## config.mk

```make
export PLATFORM = sky130hd
export DESIGN_NAME = fpe_top
export DESIGN_NICKNAME = d
export VERILOG_FILES = /design/src/hdl/fpe_pkg.sv /design/src/hdl/fpe_fifo_if.sv /design/src/hdl/fpe_fifo.sv /design/src/hdl/fpe_top.sv
export VERILOG_INCLUDE_DIRS = /design/src /design/src/hdl
export SDC_FILE = /design/constraint.sdc
export NUM_CORES = 1
export LEC_CHECK = 0
export BUFFER_PORTS_ARGS = -buffer_cell sky130_fd_sc_hd__buf_2
export CORE_AREA = 5 5 269 271
export CTS_CLUSTER_DIAMETER = 40
export CTS_CLUSTER_SIZE = 12
export DETAILED_ROUTE_END_ITERATION = 8
export DIE_AREA = 0 0 274 276
export PLACE_DENSITY = 0.69
export SETUP_SLACK_MARGIN = 0.15
export SLEW_MARGIN = 20
export SYNTH_ARGS = -nofsm -noshare
export SYNTH_HDL_FRONTEND = slang
export SYNTH_HIERARCHICAL = 1
export SYNTH_SLANG_ARGS = --single-unit
```

## constraint.sdc

```tcl
create_clock -name CLK -period 14.4 [get_ports CLK]
set_clock_uncertainty 0.1 [all_clocks]
set_input_delay 0.72 -clock CLK [delete_from_list [all_inputs] [get_ports CLK]]
set_output_delay 0.72 -clock CLK [all_outputs]
set_load 0.01 [all_outputs]
```

## src/hdl/fpe_params.svh

```systemverilog
// Constants of the flash program and erase sequencer
`ifndef FPE_PARAMS_SVH
`define FPE_PARAMS_SVH

// Instruction codes
`define FPE_OPC_QUAD_PROG 8'h32
`define FPE_OPC_SECTOR 8'h20
`define FPE_OPC_BLK32 8'h52
`define FPE_OPC_BLK64 8'hd8
`define FPE_OPC_CHIP_A 8'hc7
`define FPE_OPC_CHIP_B 8'h60

// Frame layout in bits
`define FPE_OPC_BITS 5'h08
`define FPE_ADDR_BITS 5'h18
`define FPE_ADDR_W 24
`define FPE_BYTE_W 8
`define FPE_WORD_W 32

// Array geometry as log2 of bytes
`define FPE_PAGE_LOG2 8
`define FPE_SECTOR_LOG2 12
`define FPE_BLK32_LOG2 15
`define FPE_BLK64_LOG2 16
`define FPE_ARRAY_LOG2 22

// Buffering
`define FPE_FIFO_DEPTH 16

// Timing: clock period in ns and self-timed durations in us
`define FPE_CLK_PERIOD_NS 10
`define FPE_NS_PER_US 1000
`define FPE_PAGE_PROG_TIME_US 800
`define FPE_SECTOR_ERASE_TIME_US 100000
`define FPE_SMALL_BLOCK_ERASE_TIME_US 200000
`define FPE_LARGE_BLOCK_ERASE_TIME_US 400000
`define FPE_CHIP_ERASE_TIME_US 10000000

`endif

```

## src/hdl/fpe_pkg.sv

```systemverilog
// Types shared by the flash program and erase sequencer
package fpe_pkg;

    // Link frame decoder states
    typedef enum logic [2:0] {
        ST_OPC = 3'b000,
        ST_ADDR = 3'b001,
        ST_DATA = 3'b010,
        ST_END = 3'b011,
        ST_DROP = 3'b100
    } fpe_state_e;

    // Self-timed array operations
    typedef enum logic [2:0] {
        OP_PROG = 3'b000,
        OP_SECT = 3'b001,
        OP_BLK32 = 3'b010,
        OP_BLK64 = 3'b011,
        OP_CHIP = 3'b100
    } fpe_op_e;

    // Protected address range
    typedef struct packed {
        logic any;
        logic [21:0] lo;
        logic [21:0] hi;
    } fpe_range_s;

endpackage

```

## src/hdl/fpe_fifo_if.sv

```systemverilog
// Carrier between the sequencer and its page byte buffer
`timescale 1ns/1ps
`include "fpe_params.svh"

interface fpe_fifo_if #(parameter int WIDTH = `FPE_WORD_W);
    logic in_valid;
    logic in_ready;
    logic [WIDTH-1:0] in_data;
    logic out_valid;
    logic out_ready;
    logic [WIDTH-1:0] out_data;
    logic drained;

    modport src (output in_valid, in_data, out_ready,
                 input in_ready, out_valid, out_data, drained);
    modport fifo (input in_valid, in_data, out_ready,
                  output in_ready, out_valid, out_data, drained);
endinterface

```

## src/hdl/fpe_fifo.sv

```systemverilog
// Page byte buffer with registered output stage
`timescale 1ns/1ps
`include "fpe_params.svh"

module fpe_fifo #(
    parameter int WIDTH = `FPE_WORD_W, // Word width
    parameter int DEPTH = `FPE_FIFO_DEPTH // Entries, power of two
) (
    input wire logic clk, // System clock
    input wire logic reset_n, // Synchronous reset, active low
    fpe_fifo_if.fifo port // Push and pop sides
);
    import fpe_pkg::*;

    localparam int AW = $clog2(DEPTH);

    // Pointer arithmetic relies on wrap at a power of two
    if (DEPTH < 2 || (DEPTH & (DEPTH - 1)) != 0) begin : g_chk
        $error("fpe_fifo: DEPTH must be a power of two of at least 2");
    end

    logic [WIDTH-1:0] mem [DEPTH];
    logic [AW:0] wr_ptr_ff;
    logic [AW:0] rd_ptr_ff;
    logic out_valid_ff;
    logic [WIDTH-1:0] out_data_ff;
    logic empty;
    logic full;
    logic push;
    logic load;

    // Full when pointers differ only in the wrap bit
    assign empty = (wr_ptr_ff == rd_ptr_ff);
    assign full = (wr_ptr_ff[AW] != rd_ptr_ff[AW]) &&
                  (wr_ptr_ff[AW-1:0] == rd_ptr_ff[AW-1:0]);
    assign push = port.in_valid && !full;
    assign load = !empty && (!out_valid_ff || port.out_ready);
    assign port.in_ready = !full;
    assign port.out_valid = out_valid_ff;
    assign port.out_data = out_data_ff;
    assign port.drained = empty && !out_valid_ff;

    // Storage write
    always_ff @(posedge clk) begin
        if (push) begin
            mem[wr_ptr_ff[AW-1:0]] <= port.in_data;
        end
    end

    // Pointers
    always_ff @(posedge clk) begin
        if (!reset_n) begin
            wr_ptr_ff <= '0;
            rd_ptr_ff <= '0;
        end else begin
            if (push) begin
                wr_ptr_ff <= wr_ptr_ff + 1'b1;
            end
            if (load) begin
                rd_ptr_ff <= rd_ptr_ff + 1'b1;
            end
        end
    end

    // Output stage keeps the pop side straight from flops
    always_ff @(posedge clk) begin
        if (!reset_n) begin
            out_valid_ff <= 1'b0;
            out_data_ff <= '0;
        end else if (load) begin
            out_valid_ff <= 1'b1;
            out_data_ff <= mem[rd_ptr_ff[AW-1:0]];
        end else if (port.out_ready) begin
            out_valid_ff <= 1'b0;
        end
    end
endmodule

```

## src/hdl/fpe_top.sv

```systemverilog
// Program and erase command sequencer behind the serial flash link
//
// Operation
// - Opcode 32h, 24-bit address, data bytes; address and data on four lines.
// - Quad program accepted only while quad_enable_bit is set.
// - Quad program accepted only while write_enable_latch is set.
// - Quad program writes up to 256 bytes like standard page program.
// - Quad program decoded only in single-line instruction mode.
// - Opcode 20h plus 24-bit address erases the 4K-byte sector.
// - Opcode 52h plus 24-bit address erases the 32K-byte block.
// - Opcode D8h plus 24-bit address erases the 64K-byte block.
// - Opcodes C7h or 60h without address erase the whole array.
// - Any erase needs write_enable_latch set, else it is discarded.
// - Chip select must rise right after last byte's eighth bit.
// - Chip erase needs chip select rising right after opcode bit eight.
// - Valid erase runs a self-timed cycle of its own duration.
// - Busy is one during the cycle, zero after; status reads continue.
// - Cycle completion clears write_enable_latch.
// - Sector or block erase refused when its target is protected.
// - Chip erase refused when any part of the array is protected.
// - Program bytes past page end wrap to the page start.
`timescale 1ns/1ps
`include "fpe_params.svh"

module fpe_top #(
    parameter int FIFO_DEPTH = `FPE_FIFO_DEPTH, // Buffer entries
    parameter longint unsigned PAGE_PROG_TIME_US =
        `FPE_PAGE_PROG_TIME_US, // Program cycle
    parameter longint unsigned SECTOR_ERASE_TIME_US =
        `FPE_SECTOR_ERASE_TIME_US, // Sector erase cycle
    parameter longint unsigned SMALL_BLOCK_ERASE_TIME_US =
        `FPE_SMALL_BLOCK_ERASE_TIME_US, // 32K erase cycle
    parameter longint unsigned LARGE_BLOCK_ERASE_TIME_US =
        `FPE_LARGE_BLOCK_ERASE_TIME_US, // 64K erase cycle
    parameter longint unsigned CHIP_ERASE_TIME_US =
        `FPE_CHIP_ERASE_TIME_US // Chip erase cycle
) (
    input wire logic CLK, // System clock, 100 MHz
    input wire logic RESET_N, // Synchronous reset
    input wire logic CS_N, // Link chip select pin
    input wire logic SCLK, // Link serial clock pin
    input wire logic [3:0] QUAD_LINE_IN, // Link data lines 0 to 3
    input wire logic QPI_MODE, // Four-line instruction mode
    input wire logic WRITE_ENABLE_LATCH, // Latch state
    input wire logic QUAD_ENABLE_BIT, // Quad enable state
    input wire logic PROTECT_COMPLEMENT, // Invert protected area
    input wire logic PROTECT_SMALL_GRANULE, // Sector granule
    input wire logic PROTECT_TOP_BOTTOM, // Protect from bottom
    input wire logic BLOCK_PROTECT_2, // Protect size bit 2
    input wire logic BLOCK_PROTECT_1, // Protect size bit 1
    input wire logic BLOCK_PROTECT_0, // Protect size bit 0
    input wire logic ARR_WR_READY, // Array takes a byte
    output logic BUSY, // Self-timed cycle running
    output logic WRITE_ENABLE_CLEAR, // Pulse: clear latch
    output logic ARR_START, // Pulse: commit operation
    output fpe_pkg::fpe_op_e ARR_OP, // Operation with start
    output logic [`FPE_ADDR_W-1:0] ARR_ADDR, // Aligned unit base
    output logic ARR_DISCARD, // Pulse: drop loaded bytes
    output logic ARR_WR_VALID, // Program byte valid
    output logic [`FPE_WORD_W-1:0] ARR_WR_WORD, // Address and byte
    output logic PROG_OVERRUN // Buffer overflowed
);
    import fpe_pkg::*;

    // Cycle counts derived from the durations, never below one
    localparam longint unsigned NS = `FPE_NS_PER_US;
    localparam longint unsigned PER = `FPE_CLK_PERIOD_NS;
    localparam longint unsigned PP_C = PAGE_PROG_TIME_US * NS / PER;
    localparam longint unsigned SE_C = SECTOR_ERASE_TIME_US * NS / PER;
    localparam longint unsigned B1_C = SMALL_BLOCK_ERASE_TIME_US * NS / PER;
    localparam longint unsigned B2_C = LARGE_BLOCK_ERASE_TIME_US * NS / PER;
    localparam longint unsigned CE_C = CHIP_ERASE_TIME_US * NS / PER;

    if (PP_C < 1 || SE_C < 1 || B1_C < 1 || B2_C < 1 || CE_C < 1 ||
        CE_C > 64'hffffffff) begin : g_chk
        $error("fpe_top: cycle times out of range");
    end

    // Link synchronisers; stage 0 feeds only stage 1
    logic [2:0] cs_sync_ff;
    logic [2:0] sclk_sync_ff;
    logic [3:0] io_s1_ff;
    logic [3:0] io_s2_ff;
    always_ff @(posedge CLK) begin
        if (!RESET_N) begin
            cs_sync_ff <= 3'h7;
            sclk_sync_ff <= 3'h0;
            io_s1_ff <= 4'h0;
            io_s2_ff <= 4'h0;
        end else begin
            cs_sync_ff <= {cs_sync_ff[1:0], CS_N};
            sclk_sync_ff <= {sclk_sync_ff[1:0], SCLK};
            io_s1_ff <= QUAD_LINE_IN;
            io_s2_ff <= io_s1_ff;
        end
    end

    logic cs_hi;
    logic cs_rise;
    logic sclk_rise;
    assign cs_hi = cs_sync_ff[1];
    assign cs_rise = cs_sync_ff[1] && !cs_sync_ff[2];
    assign sclk_rise = sclk_sync_ff[1] && !sclk_sync_ff[2] && !cs_hi;

    fpe_state_e state_ff;
    fpe_op_e op_ff;
    logic lane4_ff;
    logic [4:0] bits_ff;
    logic [23:0] sh_ff;
    logic [23:0] base_ff;
    logic nib_ff;
    logic [7:0] byte_cnt_ff;
    logic got_byte_ff;
    logic overrun_ff;
    logic busy_ff;
    logic [31:0] timer_ff;

    // Shift by one line or four lines per serial clock
    logic [23:0] sh_nxt;
    logic [4:0] bits_nxt;
    logic [7:0] opcode;
    logic opc_done;
    logic addr_done;
    assign sh_nxt = lane4_ff ? {sh_ff[19:0], io_s2_ff} :
                               {sh_ff[22:0], io_s2_ff[0]};
    assign bits_nxt = bits_ff + (lane4_ff ? 5'h04 : 5'h01);
    assign opcode = sh_nxt[7:0];
    assign opc_done = sclk_rise && state_ff == ST_OPC &&
                      bits_nxt == `FPE_OPC_BITS;
    assign addr_done = sclk_rise && state_ff == ST_ADDR &&
                       bits_nxt == `FPE_ADDR_BITS;

    // Opcode decode with its acceptance checks
    fpe_op_e dec_op;
    fpe_state_e dec_next;
    always_comb begin
        dec_op = OP_PROG;
        dec_next = ST_DROP;
        case (opcode)
            `FPE_OPC_QUAD_PROG: begin
                if (!lane4_ff && QUAD_ENABLE_BIT && WRITE_ENABLE_LATCH) begin
                    dec_next = ST_ADDR;
                end
            end
            `FPE_OPC_SECTOR: begin
                dec_op = OP_SECT;
                dec_next = WRITE_ENABLE_LATCH ? ST_ADDR : ST_DROP;
            end
            `FPE_OPC_BLK32: begin
                dec_op = OP_BLK32;
                dec_next = WRITE_ENABLE_LATCH ? ST_ADDR : ST_DROP;
            end
            `FPE_OPC_BLK64: begin
                dec_op = OP_BLK64;
                dec_next = WRITE_ENABLE_LATCH ? ST_ADDR : ST_DROP;
            end
            `FPE_OPC_CHIP_A, `FPE_OPC_CHIP_B: begin
                dec_op = OP_CHIP;
                dec_next = WRITE_ENABLE_LATCH ? ST_END : ST_DROP;
            end
            default: begin
                dec_next = ST_DROP;
            end
        endcase
        // Other commands stay free for status reads while busy
        if (busy_ff) begin
            dec_next = ST_DROP;
        end
    end

    // Frame state; a rising chip select always restarts decoding
    always_ff @(posedge CLK) begin
        if (!RESET_N) begin
            state_ff <= ST_OPC;
        end else if (cs_hi) begin
            state_ff <= ST_OPC;
        end else if (sclk_rise) begin
            case (state_ff)
                ST_OPC: begin
                    if (opc_done) begin
                        state_ff <= dec_next;
                    end
                end
                ST_ADDR: begin
                    if (addr_done) begin
                        state_ff <= (op_ff == OP_PROG) ? ST_DATA : ST_END;
                    end
                end
                ST_DATA: begin
                    state_ff <= ST_DATA;
                end
                ST_END: begin
                    state_ff <= ST_DROP;
                end
                default: begin
                    state_ff <= ST_DROP;
                end
            endcase
        end
    end

    // Shift register, bit count, operation and address capture
    always_ff @(posedge CLK) begin
        if (!RESET_N) begin
            sh_ff <= 24'h0;
            bits_ff <= 5'h0;
            lane4_ff <= 1'b0;
            op_ff <= OP_PROG;
            base_ff <= 24'h0;
        end else if (cs_hi) begin
            bits_ff <= 5'h0;
            lane4_ff <= QPI_MODE;
        end else if (sclk_rise) begin
            sh_ff <= sh_nxt;
            if (opc_done || addr_done) begin
                bits_ff <= 5'h0;
            end else if (state_ff == ST_OPC || state_ff == ST_ADDR) begin
                bits_ff <= bits_nxt;
            end
            if (opc_done) begin
                op_ff <= dec_op;
                if (opcode == `FPE_OPC_QUAD_PROG) begin
                    lane4_ff <= 1'b1;
                end
            end
            if (addr_done) begin
                base_ff <= sh_nxt;
            end
        end
    end

    // Data nibbles pair into bytes, high nibble first
    logic push_fire;
    assign push_fire = sclk_rise && state_ff == ST_DATA && nib_ff;
    always_ff @(posedge CLK) begin
        if (!RESET_N) begin
            nib_ff <= 1'b0;
            byte_cnt_ff <= 8'h0;
            got_byte_ff <= 1'b0;
        end else if (cs_hi) begin
            nib_ff <= 1'b0;
            byte_cnt_ff <= 8'h0;
            got_byte_ff <= 1'b0;
        end else if (sclk_rise && state_ff == ST_DATA) begin
            nib_ff <= !nib_ff;
            if (nib_ff) begin
                byte_cnt_ff <= byte_cnt_ff + 8'h01;
                got_byte_ff <= 1'b1;
            end
        end
    end

    // Byte address wraps inside the page, overwriting earlier bytes
    logic push_valid_ff;
    logic [`FPE_WORD_W-1:0] push_word_ff;
    always_ff @(posedge CLK) begin
        if (!RESET_N) begin
            push_valid_ff <= 1'b0;
            push_word_ff <= '0;
        end else begin
            push_valid_ff <= push_fire;
            if (push_fire) begin
                push_word_ff <= {base_ff[23:8], base_ff[7:0] + byte_cnt_ff,
                                 sh_nxt[7:0]};
            end
        end
    end

    fpe_fifo_if #(.WIDTH(`FPE_WORD_W)) fifo_bus ();
    assign fifo_bus.in_valid = push_valid_ff;
    assign fifo_bus.in_data = push_word_ff;
    assign fifo_bus.out_ready = ARR_WR_READY;
    assign ARR_WR_VALID = fifo_bus.out_valid;
    assign ARR_WR_WORD = fifo_bus.out_data;

    fpe_fifo #(.WIDTH(`FPE_WORD_W), .DEPTH(FIFO_DEPTH)) u_fifo (
        .clk(CLK),
        .reset_n(RESET_N),
        .port(fifo_bus.fifo)
    );

    // A lost byte would leave a hole, so the program is refused
    always_ff @(posedge CLK) begin
        if (!RESET_N) begin
            overrun_ff <= 1'b0;
        end else if (push_valid_ff && !fifo_bus.in_ready) begin
            overrun_ff <= 1'b1;
        end else if (opc_done) begin
            overrun_ff <= 1'b0;
        end
    end

    // Protected range from the protect settings
    function automatic fpe_range_s prot_range(input logic cmp,
        input logic sec, input logic tb, input logic [2:0] bp);
        fpe_range_s r;
        int lg;
        logic [21:0] m;
        lg = sec ? `FPE_SECTOR_LOG2 + ((bp > 3'h4) ?
             (`FPE_BLK32_LOG2 - `FPE_SECTOR_LOG2) : int'(bp) - 1) :
             `FPE_BLK64_LOG2 + int'(bp) - 1;
        if (bp == 3'h7) begin
            lg = `FPE_ARRAY_LOG2;
        end
        m = 22'((23'h1 << lg) - 23'h1);
        r.any = (bp != 3'h0);
        r.lo = tb ? 22'h0 : ~m;
        r.hi = tb ? m : 22'h3fffff;
        if (cmp) begin
            if (!r.any) begin
                r = '{any: 1'b1, lo: 22'h0, hi: 22'h3fffff};
            end else if (bp == 3'h7) begin
                r.any = 1'b0;
            end else if (tb) begin
                r = '{any: 1'b1, lo: m + 22'h1, hi: 22'h3fffff};
            end else begin
                r = '{any: 1'b1, lo: 22'h0, hi: ~m - 22'h1};
            end
        end
        return r;
    endfunction

    // Unit span: low address bits below the unit size are ignored
    fpe_range_s prot;
    logic [23:0] unit_mask;
    logic [23:0] unit_lo;
    logic [23:0] unit_hi;
    logic prot_hit;
    always_comb begin
        prot = prot_range(PROTECT_COMPLEMENT, PROTECT_SMALL_GRANULE,
            PROTECT_TOP_BOTTOM,
            {BLOCK_PROTECT_2, BLOCK_PROTECT_1, BLOCK_PROTECT_0});
        case (op_ff)
            OP_SECT: unit_mask = (24'h1 << `FPE_SECTOR_LOG2) - 24'h1;
            OP_BLK32: unit_mask = (24'h1 << `FPE_BLK32_LOG2) - 24'h1;
            OP_BLK64: unit_mask = (24'h1 << `FPE_BLK64_LOG2) - 24'h1;
            OP_CHIP: unit_mask = 24'hffffff;
            default: unit_mask = (24'h1 << `FPE_PAGE_LOG2) - 24'h1;
        endcase
        unit_lo = base_ff & ~unit_mask;
        unit_hi = base_ff | unit_mask;
        prot_hit = prot.any && unit_lo[21:0] <= prot.hi &&
                   unit_hi[21:0] >= prot.lo;
    end

    // Commit only on a chip select rise exactly at a byte boundary
    logic at_boundary;
    logic commit;
    logic discard;
    assign at_boundary = state_ff == ST_END ||
        (state_ff == ST_DATA && !nib_ff && got_byte_ff);
    assign commit = cs_rise && !busy_ff && at_boundary && !prot_hit &&
                    !overrun_ff;
    assign discard = cs_rise && op_ff == OP_PROG && got_byte_ff && !commit;

    // Self-timed cycle; it also waits for the buffer to drain
    logic [31:0] load_cnt;
    logic done;
    always_comb begin
        case (op_ff)
            OP_SECT: load_cnt = 32'(SE_C - 1);
            OP_BLK32: load_cnt = 32'(B1_C - 1);
            OP_BLK64: load_cnt = 32'(B2_C - 1);
            OP_CHIP: load_cnt = 32'(CE_C - 1);
            default: load_cnt = 32'(PP_C - 1);
        endcase
    end
    assign done = busy_ff && timer_ff == 32'h0 && fifo_bus.drained;

    always_ff @(posedge CLK) begin
        if (!RESET_N) begin
            busy_ff <= 1'b0;
            timer_ff <= 32'h0;
        end else if (commit) begin
            busy_ff <= 1'b1;
            timer_ff <= load_cnt;
        end else if (busy_ff) begin
            if (timer_ff != 32'h0) begin
                timer_ff <= timer_ff - 32'h1;
            end else if (done) begin
                busy_ff <= 1'b0;
            end
        end
    end

    // Registered outputs toward the array and status logic
    always_ff @(posedge CLK) begin
        if (!RESET_N) begin
            ARR_START <= 1'b0;
            ARR_OP <= OP_PROG;
            ARR_ADDR <= '0;
            ARR_DISCARD <= 1'b0;
            WRITE_ENABLE_CLEAR <= 1'b0;
        end else begin
            ARR_START <= commit;
            ARR_DISCARD <= discard;
            WRITE_ENABLE_CLEAR <= done;
            if (commit) begin
                ARR_OP <= op_ff;
                ARR_ADDR <= unit_lo;
            end
        end
    end
    assign BUSY = busy_ff;
    assign PROG_OVERRUN = overrun_ff;
endmodule

```

==> impl_metrics.yaml <==
cts:
  cts_root_buf: "clkbuf_16"
  cts.sinks: 727
  clk_pin_slew_worst_paths_ns: 0.05
  numCtsBuffers: 93
  holdBufCountCts: 0
  htreeDepth: 3
  cts_buffer_depth: 3
  cts_tree: "done"
  post_cts_resized: 0
  clk-insertion-delay-late_ns: 0.64
  postCtsSetupBuffers: 0
placement:
  dp_slack_ns: 5.943
  io_buffers: 74
  dp_hpwl_microns: 44820
  routabilityCongestion: 0.8841
drt:
  drcViolationCount: 0
  via_count: 19367
  postRouteAntennaNets: 0
  wl_microns: 74110
  wl_per_cell_microns: 21.99
  avgViaCountPerCell: 5.747
  drt_iter0_drc: 1617
  drt-pass1-iter-count: 5
yosys:
  synth_cells: 2286
  syn_area_per_cell_sq_um: 13.58
  ys_top_cells_by_count: "512 x edfxtp_1, 215 x dfxtp_1, 199 x nand2_1"
  ys_types: 85
  yosys-top-cells-area: "edfxtp_1 50%, dfxtp_1 14%, mux4_2 7.0%"
  ys_seq_area_share_pct: 63.38
  netlist_area_sq_mm: 0.03105
  synthFlopType: "edfxtp_1"
  synth_top_cell_area_share_pct: 49.52
  synth_edf_count: 512
  ys_seq_elements: 727
  yosysMostFrequentCell: "edfxtp_1"
  async_flop_share_pct: 0
  synth_top_cell_by_area: "edfxtp_1"
  ys_warn_count: 6
floorplan:
  die_height_microns: 276
  io_pins: 83
  die-area_sq_mm: 0.07562
  row_count: 97
  die_w_microns: 274
  initial_utilization_pct: 44.64
  core_area_sq_mm: 0.06954
outcome:
  outcome: "finished, final reports clean"
sta:
  relSlewSlack_pct: 23.53
  fmax_mhz: 126.0
  final.period_utilization_pct: 55.12
  timing_max_transition_violations_final: 0
  fin_hold_ws_ns: 0.1832
  tightest_slew_ns: 1.147
  final-setup-viol-count: 0
  hold_viol_final: 0
  setup_ws_ns: 6.462
  tns_ns: 0
  rsz0062_at_grt: "false"
  period_minus_slack_ns: 7.938
final_layout:
  syn2layout_area_growth_pct: 14.01
  antenna_cells: 0
  fillers: 5727
  nets: 2426
  seqCellArea_sq_mm: 0.01969
  multi_input_area_sq_mm: 0.01066
  drive_above_1_share_pct: 17.74
global_route:
  grt_pass1_wl_microns: 114200
  overflow: 0
  grt_max_degree: 80
  grt_pass1_vias: 19326
  grt_antenna_before_repair: 0
  grt_usage_pct: 19.20
hold_path:
  hold_depth: 2
  hold_class: "primary input to flip-flop"
flow_run:
  max_cap_viol_count: 0
worst_setup_path:
  worstPathRequired_ns: 14.78
  crit_fanout: 18
  reg2reg_depth: 14
  arrival_ns: 8.32
  endpoint_kind: "flip-flop"
  r2r_slack_ns: 9.73
  worst-setup-path-type: "primary input to flip-flop"
  critPathLaunchType: "primary input"
pwr:
  p_per_area_mw_per_mm2: 135.5
  ir_drop_mv: 0.1046
  p_leak_nw: 11.85
registers in the layout, indices dropped and copies added (netlist names), 5 cells and up:
| signal | cells |
|---|---|
| u_fifo/mem | 512 |
| fifo_bus.in_data | 32 |
| timer_ff | 32 |
| u_fifo/port.out_data | 32 |
| base_ff | 24 |
| sh_ff | 23 |
| ARR_ADDR | 16 |
| byte_cnt_ff | 8 |
| bits_ff | 5 |
| u_fifo/rd_ptr_ff | 5 |
| u_fifo/wr_ptr_ff | 5 |
where the power goes:
part | internal, W | leakage, nW | switching (W)
combinational | 0.0000966 | 3.86 | 0.000175
sequential | 0.00223 | 6.48 | 0.0000141
clock | 0.00137 | 1.51 | 0.000910
final cells by class:
class / instances / share of cell area, %
Clock buffer: 117 / 6.981
Clock inverter: 55 / 1.888
Inverter: 30 / 0.3217
Multi-Input combinational cell: 1396 / 30.12
Sequential cell: 727 / 55.63
Tap cell: 940 / 3.323
Timing Repair Buffer: 105 / 1.739
per-stage QoR:
step                utilization [%]  cells  cell area, sq um  power, W
CTS                           50.87   3369             35380  0.004836
detailed placement            46.36   3197             32240  0.002555
global route                  50.90   3370             35400  0.004965
global placement              46.36   3197             32240  0.002556
floorplan                         -   2293             31070  0.002472
finish                        50.90   3370             35400  0.004797
worst max-delay path: stages:
cell	delay [ns]
buf_2	0.18
inv_1	0.12
ha_1	0.22
inv_1	0.06
ha_1	0.28
nor4_1	0.40
inv_1	0.10
ha_1	0.24
and2_1	0.19
nor3_1	0.48
nand2_1	0.24
or3_1	0.43
ha_1	0.25
o31a_1	0.20
o21ai_0	0.14
a32oi_2	0.21
nor4_2	0.69
nand4_1	0.35
xnor2_1	0.21
a2bb2oi_1	0.18
ha_1	0.29
a2111oi_0	0.43
a31oi_1	0.16
o32ai_1	0.42
o21a_1	0.42
buf_4	0.37
mux2i_1	0.25
nor2_1	0.05
layer usage:
metal / global-route usage, % / wire length (microns) / up-vias
met3: 3.061 / 4885 / 123
met5: 0 / 0 / -
met4: 5.691 / 1644 / 0
met2: 32.69 / 36820 / 676
met1: 25.53 / 30770 / 9686
li1: - / - / 8882
cell usage in the layout, fill, tap and decap left out, types with 7 or more instances in the layout:
cell type,n
a211oi_1,66
clkinvlp_4,8
nor2b_1,20
buf_4,30
nand4_1,15
xnor2_1,30
nor4_1,15
nor2_1,160
nand2b_1,21
mux2_2,37
mux4_2,96
edfxtp_1,512
or3_1,7
nor3_1,39
nand2_1,199
and3_2,14
o22ai_1,9
a31oi_1,77
bufinv_16,7
o21ai_0,64
inv_6,10
dfxtp_1,211
and2_1,33
conb_1,8
mux2i_1,111
o21a_1,10
o211ai_1,35
nand3_1,34
clkbuf_1,18
and3_1,11
clkinv_2,11
a21oi_1,83
buf_2,74
a21o_1,9
xor2_1,36
ha_1,54
clkbuf_16,93
inv_1,28
final timing paths:
path | from | end
worst max-delay path | BLOCK_PROTECT_0 | ARR_ADDR[8]
worst min register to register | cs_sync_ff[0] | cs_sync_ff[1]
worst min-delay path | CS_N | cs_sync_ff[0]
worst max register to register | op_ff[2] | timer_ff[22]
cell families (layout without fill, tap and decap cells):
kind of cell / after synthesis / count (layout) / synth area share [%]
and+or+nand+nor: 606 / 606 / 9.253
buffers and inverters: 170 / 307 / 2.539
xor gates and xnor gates: 66 / 66 / 1.862
AOI/OAI and AO/OA: 417 / 417 / 8.826
muxes: 244 / 244 / 11.88
adders and majority gates: 55 / 55 / 2.241
DFF: 727 / 727 / 63.38
other: 1 / 8 / 0.01208
No activity file was read; power rests on OpenSTA's default activity.
